**src/hdl/lcr_pkg.sv**
```systemverilog
// Constants for the laser-control configuration register bank.
// Assumes a byte-wide register space behind the two-wire serial slave.
package lcr_pkg;
  localparam logic [7:0] OFS_ANALOG_SETUP  = 8'h00;
  localparam logic [7:0] OFS_POWER_LOOP    = 8'h01;
  localparam logic [7:0] OFS_ADDR_TABLE    = 8'h02;

  localparam int BIT_SOFT_RESET  = 7;
  localparam int BIT_TEMP_ZONE   = 6;
  localparam int BIT_DIODE_FAULT = 5;
  localparam int BIT_OUT_ENABLE  = 4;
  localparam int BIT_MOD_REF     = 3;
  localparam int BIT_LOOP_SWAP   = 7;
  localparam int BIT_LOOP_GAIN   = 6;
  localparam int BIT_FB_REF      = 5;
  localparam int BIT_DRIVE_DIR   = 1;
  localparam int BIT_SHUTDOWN_OUTPUT_POL    = 0;

  // Bits of the first register kept in the non-volatile store
  localparam logic [7:0] ANALOG_NV_MASK    = 8'h5f;
  localparam logic [7:0] ANALOG_SETUP_INIT = 8'h00;
  localparam logic [7:0] POWER_LOOP_INIT   = 8'h00;
  localparam logic [7:0] ADDR_TABLE_INIT   = 8'ha0;
  localparam logic [2:0] SLAVE_ADDR_LOW    = 3'h3;

  localparam int ADC_TICK_DIV    = 125;
  localparam int ADC_CONV_TICKS  = 16;
endpackage

```
**src/hdl/lcr_nv_reg.sv**
```systemverilog
// One non-volatile configuration byte.
// Loaded with INIT_VAL only by power-on; warm and soft resets leave it alone.
`timescale 1ns/1ps
module lcr_nv_reg #(
  parameter int              WIDTH    = 8,
  parameter logic [WIDTH-1:0] INIT_VAL = '0
) (
  input  wire logic             clk_in,
  input  wire logic             por_n_in,
  input  wire logic             we_in,
  input  wire logic [WIDTH-1:0] d_in,
  output logic      [WIDTH-1:0] q_out
);
  always_ff @(posedge clk_in) begin
    if (!por_n_in) begin
      q_out <= INIT_VAL;
    end else if (we_in) begin
      q_out <= d_in;
    end
  end
endmodule

```
**src/hdl/lcr_adc_seq.sv**
```systemverilog
// Conversion sequencer: runs back-to-back conversions, aborts on request,
// waits for resume before launching a fresh sequence.
`timescale 1ns/1ps
module lcr_adc_seq #(
  parameter int TICK_DIV   = lcr_pkg::ADC_TICK_DIV,
  parameter int CONV_TICKS = lcr_pkg::ADC_CONV_TICKS
) (
  input  wire logic clk_in,
  input  wire logic rst_in,
  input  wire logic abort_in,
  input  wire logic resume_in,
  output logic      start_out,
  output logic      discard_out,
  output logic      done_out,
  output logic      busy_out
);
  typedef enum logic [1:0] {SQ_LAUNCH, SQ_RUN, SQ_HOLD} lcr_seq_e;
  lcr_seq_e    state;
  logic [15:0] div_cnt;
  logic        tick;
  logic [15:0] conv_cnt;

  always_ff @(posedge clk_in) begin
    if (rst_in || state != SQ_RUN || div_cnt == 16'(TICK_DIV - 1)) begin
      div_cnt <= 16'h0000;
      tick    <= (state == SQ_RUN) && !rst_in;
    end else begin
      div_cnt <= div_cnt + 16'h0001;
      tick    <= 1'b0;
    end
  end

  always_ff @(posedge clk_in) begin
    start_out   <= 1'b0;
    discard_out <= 1'b0;
    done_out    <= 1'b0;
    if (rst_in) begin
      state    <= SQ_LAUNCH;
      conv_cnt <= 16'h0000;
      busy_out <= 1'b0;
    end else begin
      case (state)
        SQ_LAUNCH: begin
          if (abort_in) begin
            state <= SQ_HOLD;
          end else begin
            start_out <= 1'b1;
            busy_out  <= 1'b1;
            conv_cnt  <= 16'h0000;
            state     <= SQ_RUN;
          end
        end
        SQ_RUN: begin
          if (abort_in) begin
            discard_out <= 1'b1;
            busy_out    <= 1'b0;
            state       <= SQ_HOLD;
          end else if (tick && conv_cnt == 16'(CONV_TICKS - 1)) begin
            done_out <= 1'b1;
            busy_out <= 1'b0;
            state    <= SQ_LAUNCH;
          end else if (tick) begin
            conv_cnt <= conv_cnt + 16'h0001;
          end
        end
        SQ_HOLD: begin
          if (resume_in && !abort_in) begin
            state <= SQ_LAUNCH;
          end
        end
        default: state <= SQ_LAUNCH;
      endcase
    end
  end
endmodule

```
**src/hdl/lcr_config_regs.sv**
```systemverilog
// Configuration register bank with its two-wire serial slave.
// Assumes SCL/SDA already synchronous to clk_in; the open-drain SDA wire
// is resolved outside from sda_oe_out. Password check is done elsewhere.
`timescale 1ns/1ps
module lcr_config_regs #(
  parameter int TICK_DIV   = lcr_pkg::ADC_TICK_DIV,
  parameter int CONV_TICKS = lcr_pkg::ADC_CONV_TICKS
) (
  input  wire logic       clk_in,
  input  wire logic       reset_n_in,
  input  wire logic       por_n_in,
  input  wire logic       scl_in,
  input  wire logic       sda_in,
  output logic            sda_out,
  output logic            sda_oe_out,
  input  wire logic       oem_password_valid_in,
  input  wire logic       diode_fault_in,
  input  wire logic       shutdown_request_in,
  input  wire logic [7:0] temperature_in,
  output logic            soft_reset_out,
  output logic            temp_zone_select_out,
  output logic            shutdown_output_out,
  output logic            shutdown_output_oe_out,
  output logic            analog_outputs_enable_out,
  output logic            modulation_reference_select_out,
  output logic [2:0]      monitor_voltage_select_out,
  output logic            loop_polarity_swap_out,
  output logic            loop_gain_select_out,
  output logic            feedback_reference_select_out,
  output logic [2:0]      feedback_resistor_select_out,
  output logic            drive_direction_select_out,
  output logic [3:0]      bus_address_nibble_out,
  output logic [7:0]      table_index_out,
  output logic            adc_start_out,
  output logic            adc_discard_out,
  output logic            adc_done_out
);
  typedef enum logic [2:0] {
    SB_IDLE, SB_ADDR, SB_ACK_ADDR, SB_RX, SB_ACK_RX, SB_TX, SB_ACK_TX
  } lcr_bus_e;

  lcr_bus_e   state;
  logic       scl_q;
  logic       sda_q;
  logic       scl_prev;
  logic       sda_prev;
  logic       scl_rise;
  logic       scl_fall;
  logic       start_det;
  logic       stop_det;
  logic [3:0] bit_cnt;
  logic [7:0] shreg;
  logic [7:0] txsh;
  logic [7:0] ptr;
  logic       first_byte;
  logic       rw_read;
  logic       wr_stb;
  logic [7:0] wr_idx;
  logic [7:0] wr_data;
  logic       wr_ok;
  logic [7:0] rd_data;
  logic [7:0] analog_nv;
  logic [7:0] loop_nv;
  logic [7:0] addr_nv;
  logic       fault_flag;
  logic       soft_rst;
  logic       warm_rst;
  logic       abort_conv;
  logic       resume_pend;
  logic [3:0] table_offset;
  logic       seq_start;
  logic       seq_discard;
  logic       seq_done;
  logic [6:0] own_addr;

  assign scl_rise  = scl_q && !scl_prev;
  assign scl_fall  = !scl_q && scl_prev;
  assign start_det = scl_q && scl_prev && sda_prev && !sda_q;
  assign stop_det  = scl_q && scl_prev && !sda_prev && sda_q;
  assign own_addr  = {addr_nv[7:4], lcr_pkg::SLAVE_ADDR_LOW};
  assign warm_rst  = !reset_n_in || soft_rst;
  assign wr_ok     = wr_stb && oem_password_valid_in;

  always_ff @(posedge clk_in) begin
    scl_q    <= scl_in;
    sda_q    <= sda_in;
    scl_prev <= scl_q;
    sda_prev <= sda_q;
  end

  // Read view; nothing visible without the password
  always_comb begin
    rd_data = 8'h00;
    if (oem_password_valid_in) begin
      case (ptr)
        lcr_pkg::OFS_ANALOG_SETUP: begin
          rd_data = analog_nv & lcr_pkg::ANALOG_NV_MASK;
          rd_data[lcr_pkg::BIT_DIODE_FAULT] = fault_flag;
        end
        lcr_pkg::OFS_POWER_LOOP: rd_data = loop_nv;
        lcr_pkg::OFS_ADDR_TABLE: rd_data = addr_nv;
        default:                 rd_data = 8'h00;
      endcase
    end
  end

  // Serial slave engine
  always_ff @(posedge clk_in) begin
    wr_stb  <= 1'b0;
    sda_out <= 1'b0;
    if (!reset_n_in) begin
      state      <= SB_IDLE;
      sda_oe_out <= 1'b0;
      bit_cnt    <= 4'h0;
      shreg      <= 8'h00;
      txsh       <= 8'h00;
      ptr        <= 8'h00;
      first_byte <= 1'b0;
      rw_read    <= 1'b0;
      wr_idx     <= 8'h00;
      wr_data    <= 8'h00;
    end else if (start_det) begin
      state      <= SB_ADDR;
      bit_cnt    <= 4'h0;
      sda_oe_out <= 1'b0;
    end else if (stop_det) begin
      state      <= SB_IDLE;
      sda_oe_out <= 1'b0;
    end else if (scl_rise) begin
      case (state)
        SB_ADDR, SB_RX: begin
          shreg   <= {shreg[6:0], sda_q};
          bit_cnt <= bit_cnt + 4'h1;
        end
        SB_TX: bit_cnt <= bit_cnt + 4'h1;
        SB_ACK_TX: begin
          if (sda_q) begin
            state <= SB_IDLE;
          end else begin
            ptr <= ptr + 8'h01;
          end
        end
        default: ;
      endcase
    end else if (scl_fall) begin
      case (state)
        SB_ADDR: begin
          if (bit_cnt == 4'h8) begin
            if (shreg[7:1] == own_addr) begin
              sda_oe_out <= 1'b1;
              rw_read    <= shreg[0];
              state      <= SB_ACK_ADDR;
            end else begin
              state <= SB_IDLE;
            end
          end
        end
        SB_ACK_ADDR: begin
          bit_cnt <= 4'h0;
          if (rw_read) begin
            sda_oe_out <= !rd_data[7];
            txsh       <= {rd_data[6:0], 1'b0};
            state      <= SB_TX;
          end else begin
            sda_oe_out <= 1'b0;
            first_byte <= 1'b1;
            state      <= SB_RX;
          end
        end
        SB_RX: begin
          if (bit_cnt == 4'h8) begin
            sda_oe_out <= 1'b1;
            first_byte <= 1'b0;
            state      <= SB_ACK_RX;
            if (first_byte) begin
              ptr <= shreg;
            end else begin
              wr_stb  <= 1'b1;
              wr_idx  <= ptr;
              wr_data <= shreg;
              ptr     <= ptr + 8'h01;
            end
          end
        end
        SB_ACK_RX: begin
          sda_oe_out <= 1'b0;
          bit_cnt    <= 4'h0;
          state      <= SB_RX;
        end
        SB_TX: begin
          if (bit_cnt == 4'h8) begin
            sda_oe_out <= 1'b0;
            state      <= SB_ACK_TX;
          end else begin
            sda_oe_out <= !txsh[7];
            txsh       <= {txsh[6:0], 1'b0};
          end
        end
        SB_ACK_TX: begin
          bit_cnt    <= 4'h0;
          sda_oe_out <= !rd_data[7];
          txsh       <= {rd_data[6:0], 1'b0};
          state      <= SB_TX;
        end
        default: state <= SB_IDLE;
      endcase
    end
  end

  lcr_nv_reg #(.WIDTH(8), .INIT_VAL(lcr_pkg::ANALOG_SETUP_INIT)) u_analog_nv (
    .clk_in   (clk_in),
    .por_n_in (por_n_in),
    .we_in    (wr_ok && wr_idx == lcr_pkg::OFS_ANALOG_SETUP),
    .d_in     (wr_data & lcr_pkg::ANALOG_NV_MASK),
    .q_out    (analog_nv)
  );

  lcr_nv_reg #(.WIDTH(8), .INIT_VAL(lcr_pkg::POWER_LOOP_INIT)) u_loop_nv (
    .clk_in   (clk_in),
    .por_n_in (por_n_in),
    .we_in    (wr_ok && wr_idx == lcr_pkg::OFS_POWER_LOOP),
    .d_in     (wr_data),
    .q_out    (loop_nv)
  );

  lcr_nv_reg #(.WIDTH(8), .INIT_VAL(lcr_pkg::ADDR_TABLE_INIT)) u_addr_nv (
    .clk_in   (clk_in),
    .por_n_in (por_n_in),
    .we_in    (wr_ok && wr_idx == lcr_pkg::OFS_ADDR_TABLE),
    .d_in     (wr_data),
    .q_out    (addr_nv)
  );

  // Soft reset: one-cycle pulse on a one in the top bit
  always_ff @(posedge clk_in) begin
    if (!reset_n_in) begin
      soft_rst       <= 1'b0;
      soft_reset_out <= 1'b0;
    end else begin
      soft_rst <= wr_ok && wr_idx == lcr_pkg::OFS_ANALOG_SETUP
                  && wr_data[lcr_pkg::BIT_SOFT_RESET];
      soft_reset_out <= soft_rst;
    end
  end

  // Volatile fault flag follows the diode monitor
  always_ff @(posedge clk_in) begin
    if (warm_rst) begin
      fault_flag <= 1'b0;
    end else begin
      fault_flag <= diode_fault_in;
    end
  end

  // Abort on a write to the analog setup or power-loop register, resume when the write transaction ends
  always_ff @(posedge clk_in) begin
    if (warm_rst) begin
      abort_conv  <= 1'b0;
      resume_pend <= 1'b0;
    end else begin
      abort_conv <= wr_ok && (wr_idx == lcr_pkg::OFS_ANALOG_SETUP
                    || wr_idx == lcr_pkg::OFS_POWER_LOOP);
      if (abort_conv) begin
        resume_pend <= 1'b1;
      end else if (start_det || stop_det) begin
        resume_pend <= 1'b0;
      end
    end
  end

  lcr_adc_seq #(.TICK_DIV(TICK_DIV), .CONV_TICKS(CONV_TICKS)) u_seq (
    .clk_in      (clk_in),
    .rst_in      (warm_rst),
    .abort_in    (abort_conv),
    .resume_in   (resume_pend && (start_det || stop_det)),
    .start_out   (seq_start),
    .discard_out (seq_discard),
    .done_out    (seq_done),
    .busy_out    ()
  );

  // Table offset sampled only at warm reset
  always_ff @(posedge clk_in) begin
    if (warm_rst) begin
      table_offset <= addr_nv[3:0];
    end
  end

  always_ff @(posedge clk_in) begin
    if (!reset_n_in) begin
      table_index_out <= 8'h00;
    end else begin
      table_index_out <= temperature_in + {4'h0, table_offset};
    end
  end

  // Configuration outputs, registered from the stores; conversion strobes, registered from the sequencer
  always_ff @(posedge clk_in) begin
    if (!reset_n_in) begin
      temp_zone_select_out            <= 1'b0;
      analog_outputs_enable_out       <= 1'b0;
      shutdown_output_oe_out          <= 1'b0;
      shutdown_output_out             <= 1'b0;
      modulation_reference_select_out <= 1'b0;
      monitor_voltage_select_out      <= 3'h0;
      loop_polarity_swap_out          <= 1'b0;
      loop_gain_select_out            <= 1'b0;
      feedback_reference_select_out   <= 1'b0;
      feedback_resistor_select_out    <= 3'h0;
      drive_direction_select_out      <= 1'b0;
      bus_address_nibble_out          <= 4'h0;
      adc_start_out                   <= 1'b0;
      adc_discard_out                 <= 1'b0;
      adc_done_out                    <= 1'b0;
    end else begin
      temp_zone_select_out            <= analog_nv[lcr_pkg::BIT_TEMP_ZONE];
      analog_outputs_enable_out       <= analog_nv[lcr_pkg::BIT_OUT_ENABLE];
      shutdown_output_oe_out          <= analog_nv[lcr_pkg::BIT_OUT_ENABLE];
      // Active level per polarity bit
      shutdown_output_out <= shutdown_request_in == loop_nv[lcr_pkg::BIT_SHUTDOWN_OUTPUT_POL];
      modulation_reference_select_out <= analog_nv[lcr_pkg::BIT_MOD_REF];
      monitor_voltage_select_out      <= analog_nv[2:0];
      loop_polarity_swap_out          <= loop_nv[lcr_pkg::BIT_LOOP_SWAP];
      loop_gain_select_out            <= loop_nv[lcr_pkg::BIT_LOOP_GAIN];
      feedback_reference_select_out   <= loop_nv[lcr_pkg::BIT_FB_REF];
      // Zero opens the resistor; each step doubles it
      feedback_resistor_select_out    <= loop_nv[4:2];
      drive_direction_select_out      <= loop_nv[lcr_pkg::BIT_DRIVE_DIR];
      bus_address_nibble_out          <= addr_nv[7:4];
      adc_start_out                   <= seq_start;
      adc_discard_out                 <= seq_discard;
      adc_done_out                    <= seq_done;
    end
  end
endmodule

```
**config.mk**
```make
export PLATFORM = sky130hd
export DESIGN_NAME = lcr_config_regs
export DESIGN_NICKNAME = d
export VERILOG_FILES = /design/src/hdl/lcr_pkg.sv /design/src/hdl/lcr_nv_reg.sv /design/src/hdl/lcr_adc_seq.sv /design/src/hdl/lcr_config_regs.sv
export SDC_FILE = /design/constraint.sdc
export NUM_CORES = 1
export LEC_CHECK = 0
export ABC_AREA = 1
export BUFFER_PORTS_ARGS = -buffer_cell sky130_fd_sc_hd__buf_2
export CELL_PAD_IN_SITES_DETAIL_PLACEMENT = 1
export CELL_PAD_IN_SITES_GLOBAL_PLACEMENT = 2
export CORE_AREA = 2 2 141 143
export CTS_CLUSTER_SIZE = 12
export DETAILED_ROUTE_END_ITERATION = 10
export DIE_AREA = 0 0 143 145
export GPL_TIMING_DRIVEN = 1
export PLACE_DENSITY_LB_ADDON = 0.1
export SYNTH_ARGS = -nofsm -noshare
export SYNTH_HDL_FRONTEND = slang
export SYNTH_SLANG_ARGS = --single-unit
```
**constraint.sdc**
```tcl
create_clock -name clk_in -period 4.8 [get_ports clk_in]
set_input_delay 0.48 -clock clk_in [delete_from_list [all_inputs] [get_ports clk_in]]
set_output_delay 0.48 -clock clk_in [all_outputs]
set_load 0.03 [all_outputs]
```
==> reports/metrics.yaml <==
synth_most_common_cell: "nand2_1"
cts_resized: 0
postRouteAntennaNets: 0
vias_per_cell: 4.85
synth_seq_cells: 152
slew_violations: 0
hold_viol: 0
wl_per_cell_um: 14.8
timing.hold.ws_ns: 0.156
cts_hold_buf: 0
dieWidth_um: 143
dp_cells: 1275
yosys_warnings: 0
powerDensity_mw_per_mm2: 351
antenna_found_initial: 0
dp_hpwl_um: 14100
syn_avg_cell_area_um2: 7.29
antenna_cells: 0
status: "complete, no violations"
synth_edf_count: 4
overflow: 0
clockRootBuffer: "clkbuf_16"
die_height_um: 145
end_kind: "flip-flop"
fin_skew_ns: 0.0114
grt_pass1_wl_um: 33200
core-area_mm2: 0.0192
rows: 51
worst_skew_pair.late_latency_ns: 0.43
drt_iter0_drc: 277
finalSetupViolations: 0
worstPathArrival_ns: 2.61
ir_drop_uv: 230
cts.clk_slew.worst_paths_ns: 0.06
relSlewSlack_pct: 53.7
track_usage_pct: 20.0
grt_start_max_net_pins: 65
drive_gt1_share_pct: 14.4
post_cts_buffers: 0
ios: 49
maxCapViolCount: 0
syn_area_mm2: 0.00723
place_congestion: 0.780
clockBufferDepth: 2
period_minus_slack_ns: 2.31
netlist_instances: 992
wirelength_um: 19300
tritoncts: "yes"
drc: 0
period_share_pct: 48.2
syn_to_final_growth_pct: 13.8
synth.top_cell.area_share_pct: 41.0
synthArstFlopShare_pct: 0
seq_area_frac_synth_pct: 42.6
crit_path_max_fanout: 22
start_util_pct: 37.6
slowest_delay_ns: 0.48
cts-htree-levels: 4
start_kind: "flip-flop"
path_cells: "ha_1, inv_2, nand2_1, nor3_2, nand2_1, inv_2, o21ai_0, a21oi_1"
setup_tns_ns: 0
clock-sinks: 152
io_buffers: 47
path_class: "reg -> reg"
power_mw: 2.89
synth.distinct_cells: 48
synth_area_leaders: "dfxtp_1 (41%), nand2_1 (9.8%), a21oi_1 (6.5%)"
crit_family: "simple AND/OR/NAND/NOR gates"
grt_pass1_vias: 6456
hp-class: "in -> reg"
yosysTopAreaCell: "dfxtp_1"
rsz0062_at_grt: "false"
nNetsFinal: 1062
max_freq_mhz: 432
critPathBufInv: 2
required_ns: 5.10
worst-slew-pin-transition_ns: 0.695
finalNonFillerCells: 1307
p_leak_nw: 3.42
syn-num-nets: 1025
critPathSlowestCell: "ha_1"
first_pass_iters: 4
dieArea_mm2: 0.0207
ys.flop_type: "dfxtp_1"
routed-via-count: 6340
numCtsBuffers: 17
synth_common_cells: "nand2_1 (188), dfxtp_1 (148), nor2_1 (123)"
[where the power goes]
group / leakage (nW) / total, mW / switching (mW) / internal (mW)
sequential: 1.24 / 1.31 / 0.0199 / 1.29
clock: 0.302 / 1.40 / 0.609 / 0.786
combinational: 1.88 / 0.185 / 0.131 / 0.0537
total: 3.42 / 2.89 / 0.760 / 2.13
[final timing paths]
path / from / slack [ns] / end / cells past startpoint
hold / removal: scl_in / 0.16 / scl_q$_DFF_P_ / 1
setup / recovery: scl_q$_DFF_P_ / 2.49 / wr_idx[3]$_SDFFE_PN0P_ / 8
setup reg to reg: scl_q$_DFF_P_ / 2.49 / wr_idx[3]$_SDFFE_PN0P_ / 8
hold reg to reg: scl_q$_DFF_P_ / 0.40 / scl_prev$_DFF_P_ / 0
[state kept, by name, summed over array words and instances, names as in the netlist, 3 cells and up]
register and flops:
bus_address_nibble_out 4, ptr 8, wr_idx 8, wr_data 8, state 3, table_index_out 8
u_seq.div_cnt 16, table_offset 4, u_seq.conv_cnt 16, txsh 7, u_analog_nv.q_out 6, feedback_resistor_select_out 3
shreg 8, monitor_voltage_select_out 3, u_loop_nv.q_out 8, u_addr_nv.q_out 8, bit_cnt 4
[kinds of logic after synthesis]
kind of cell / count (synthesis) / share of synthesized area [%]
AOI/OAI and AO/OA: 183 / 13.5
xor gates and xnor gates: 13 / 1.57
adders and majority gates: 17 / 3.05
buffers and inverters: 159 / 9.50
DFF: 152 / 42.6
other: 1 / 0.0519
and+or+nand+nor: 467 / 29.7
[per-stage QoR]
step	utilization [%]	cell area (um2)	setup slack [ns]
6_report	42.8	8230	2.49
3_3_place_gp	39.6	7610	2.20
5_1_grt	42.8	8230	2.21
3_5_place_dp	39.6	7610	2.13
2_1_floorplan	-	7230	3.07
4_1_cts	42.8	8230	2.53
[cell usage in the layout (no fill, tap or decap), types with 3 or more instances in the layout]
master,count
nand3_1,78
nor2_1,123
inv_1,112
clkbuf_16,18
xor2_1,10
nor3b_1,4
nand2_2,10
edfxtp_1,4
nor3_1,11
nand2_1,188
inv_8,3
dfxtp_1,148
o21ai_0,68
nor2_2,11
nor2_4,6
nand3_2,11
xnor2_1,3
ha_1,16
a211oi_1,3
inv_6,4
inv_2,13
o21ai_1,3
buf_2,47
nand4_1,14
a21oi_2,6
inv_4,3
o211ai_1,4
a21oi_1,94
[final cells by class]
class	count	area [um2]
clock inverter	13	154
timing repair buffer	48	243
inverter	129	490
sequential	152	3080
multi-input combinational	681	3460
fill	2443	11000
tap	265	332
clock buffer	19	464
[metal layers]
| layer | share of wire [%] | track usage [%] |
|---|---|---|
| met4 | 1.1 | 5.05 |
| met5 | 0 | 0 |
| met2 | 47 | 33.0 |
| met3 | 2.3 | 3.66 |
| met1 | 49 | 26.9 |
No activity file was read; power rests on OpenSTA's default activity.
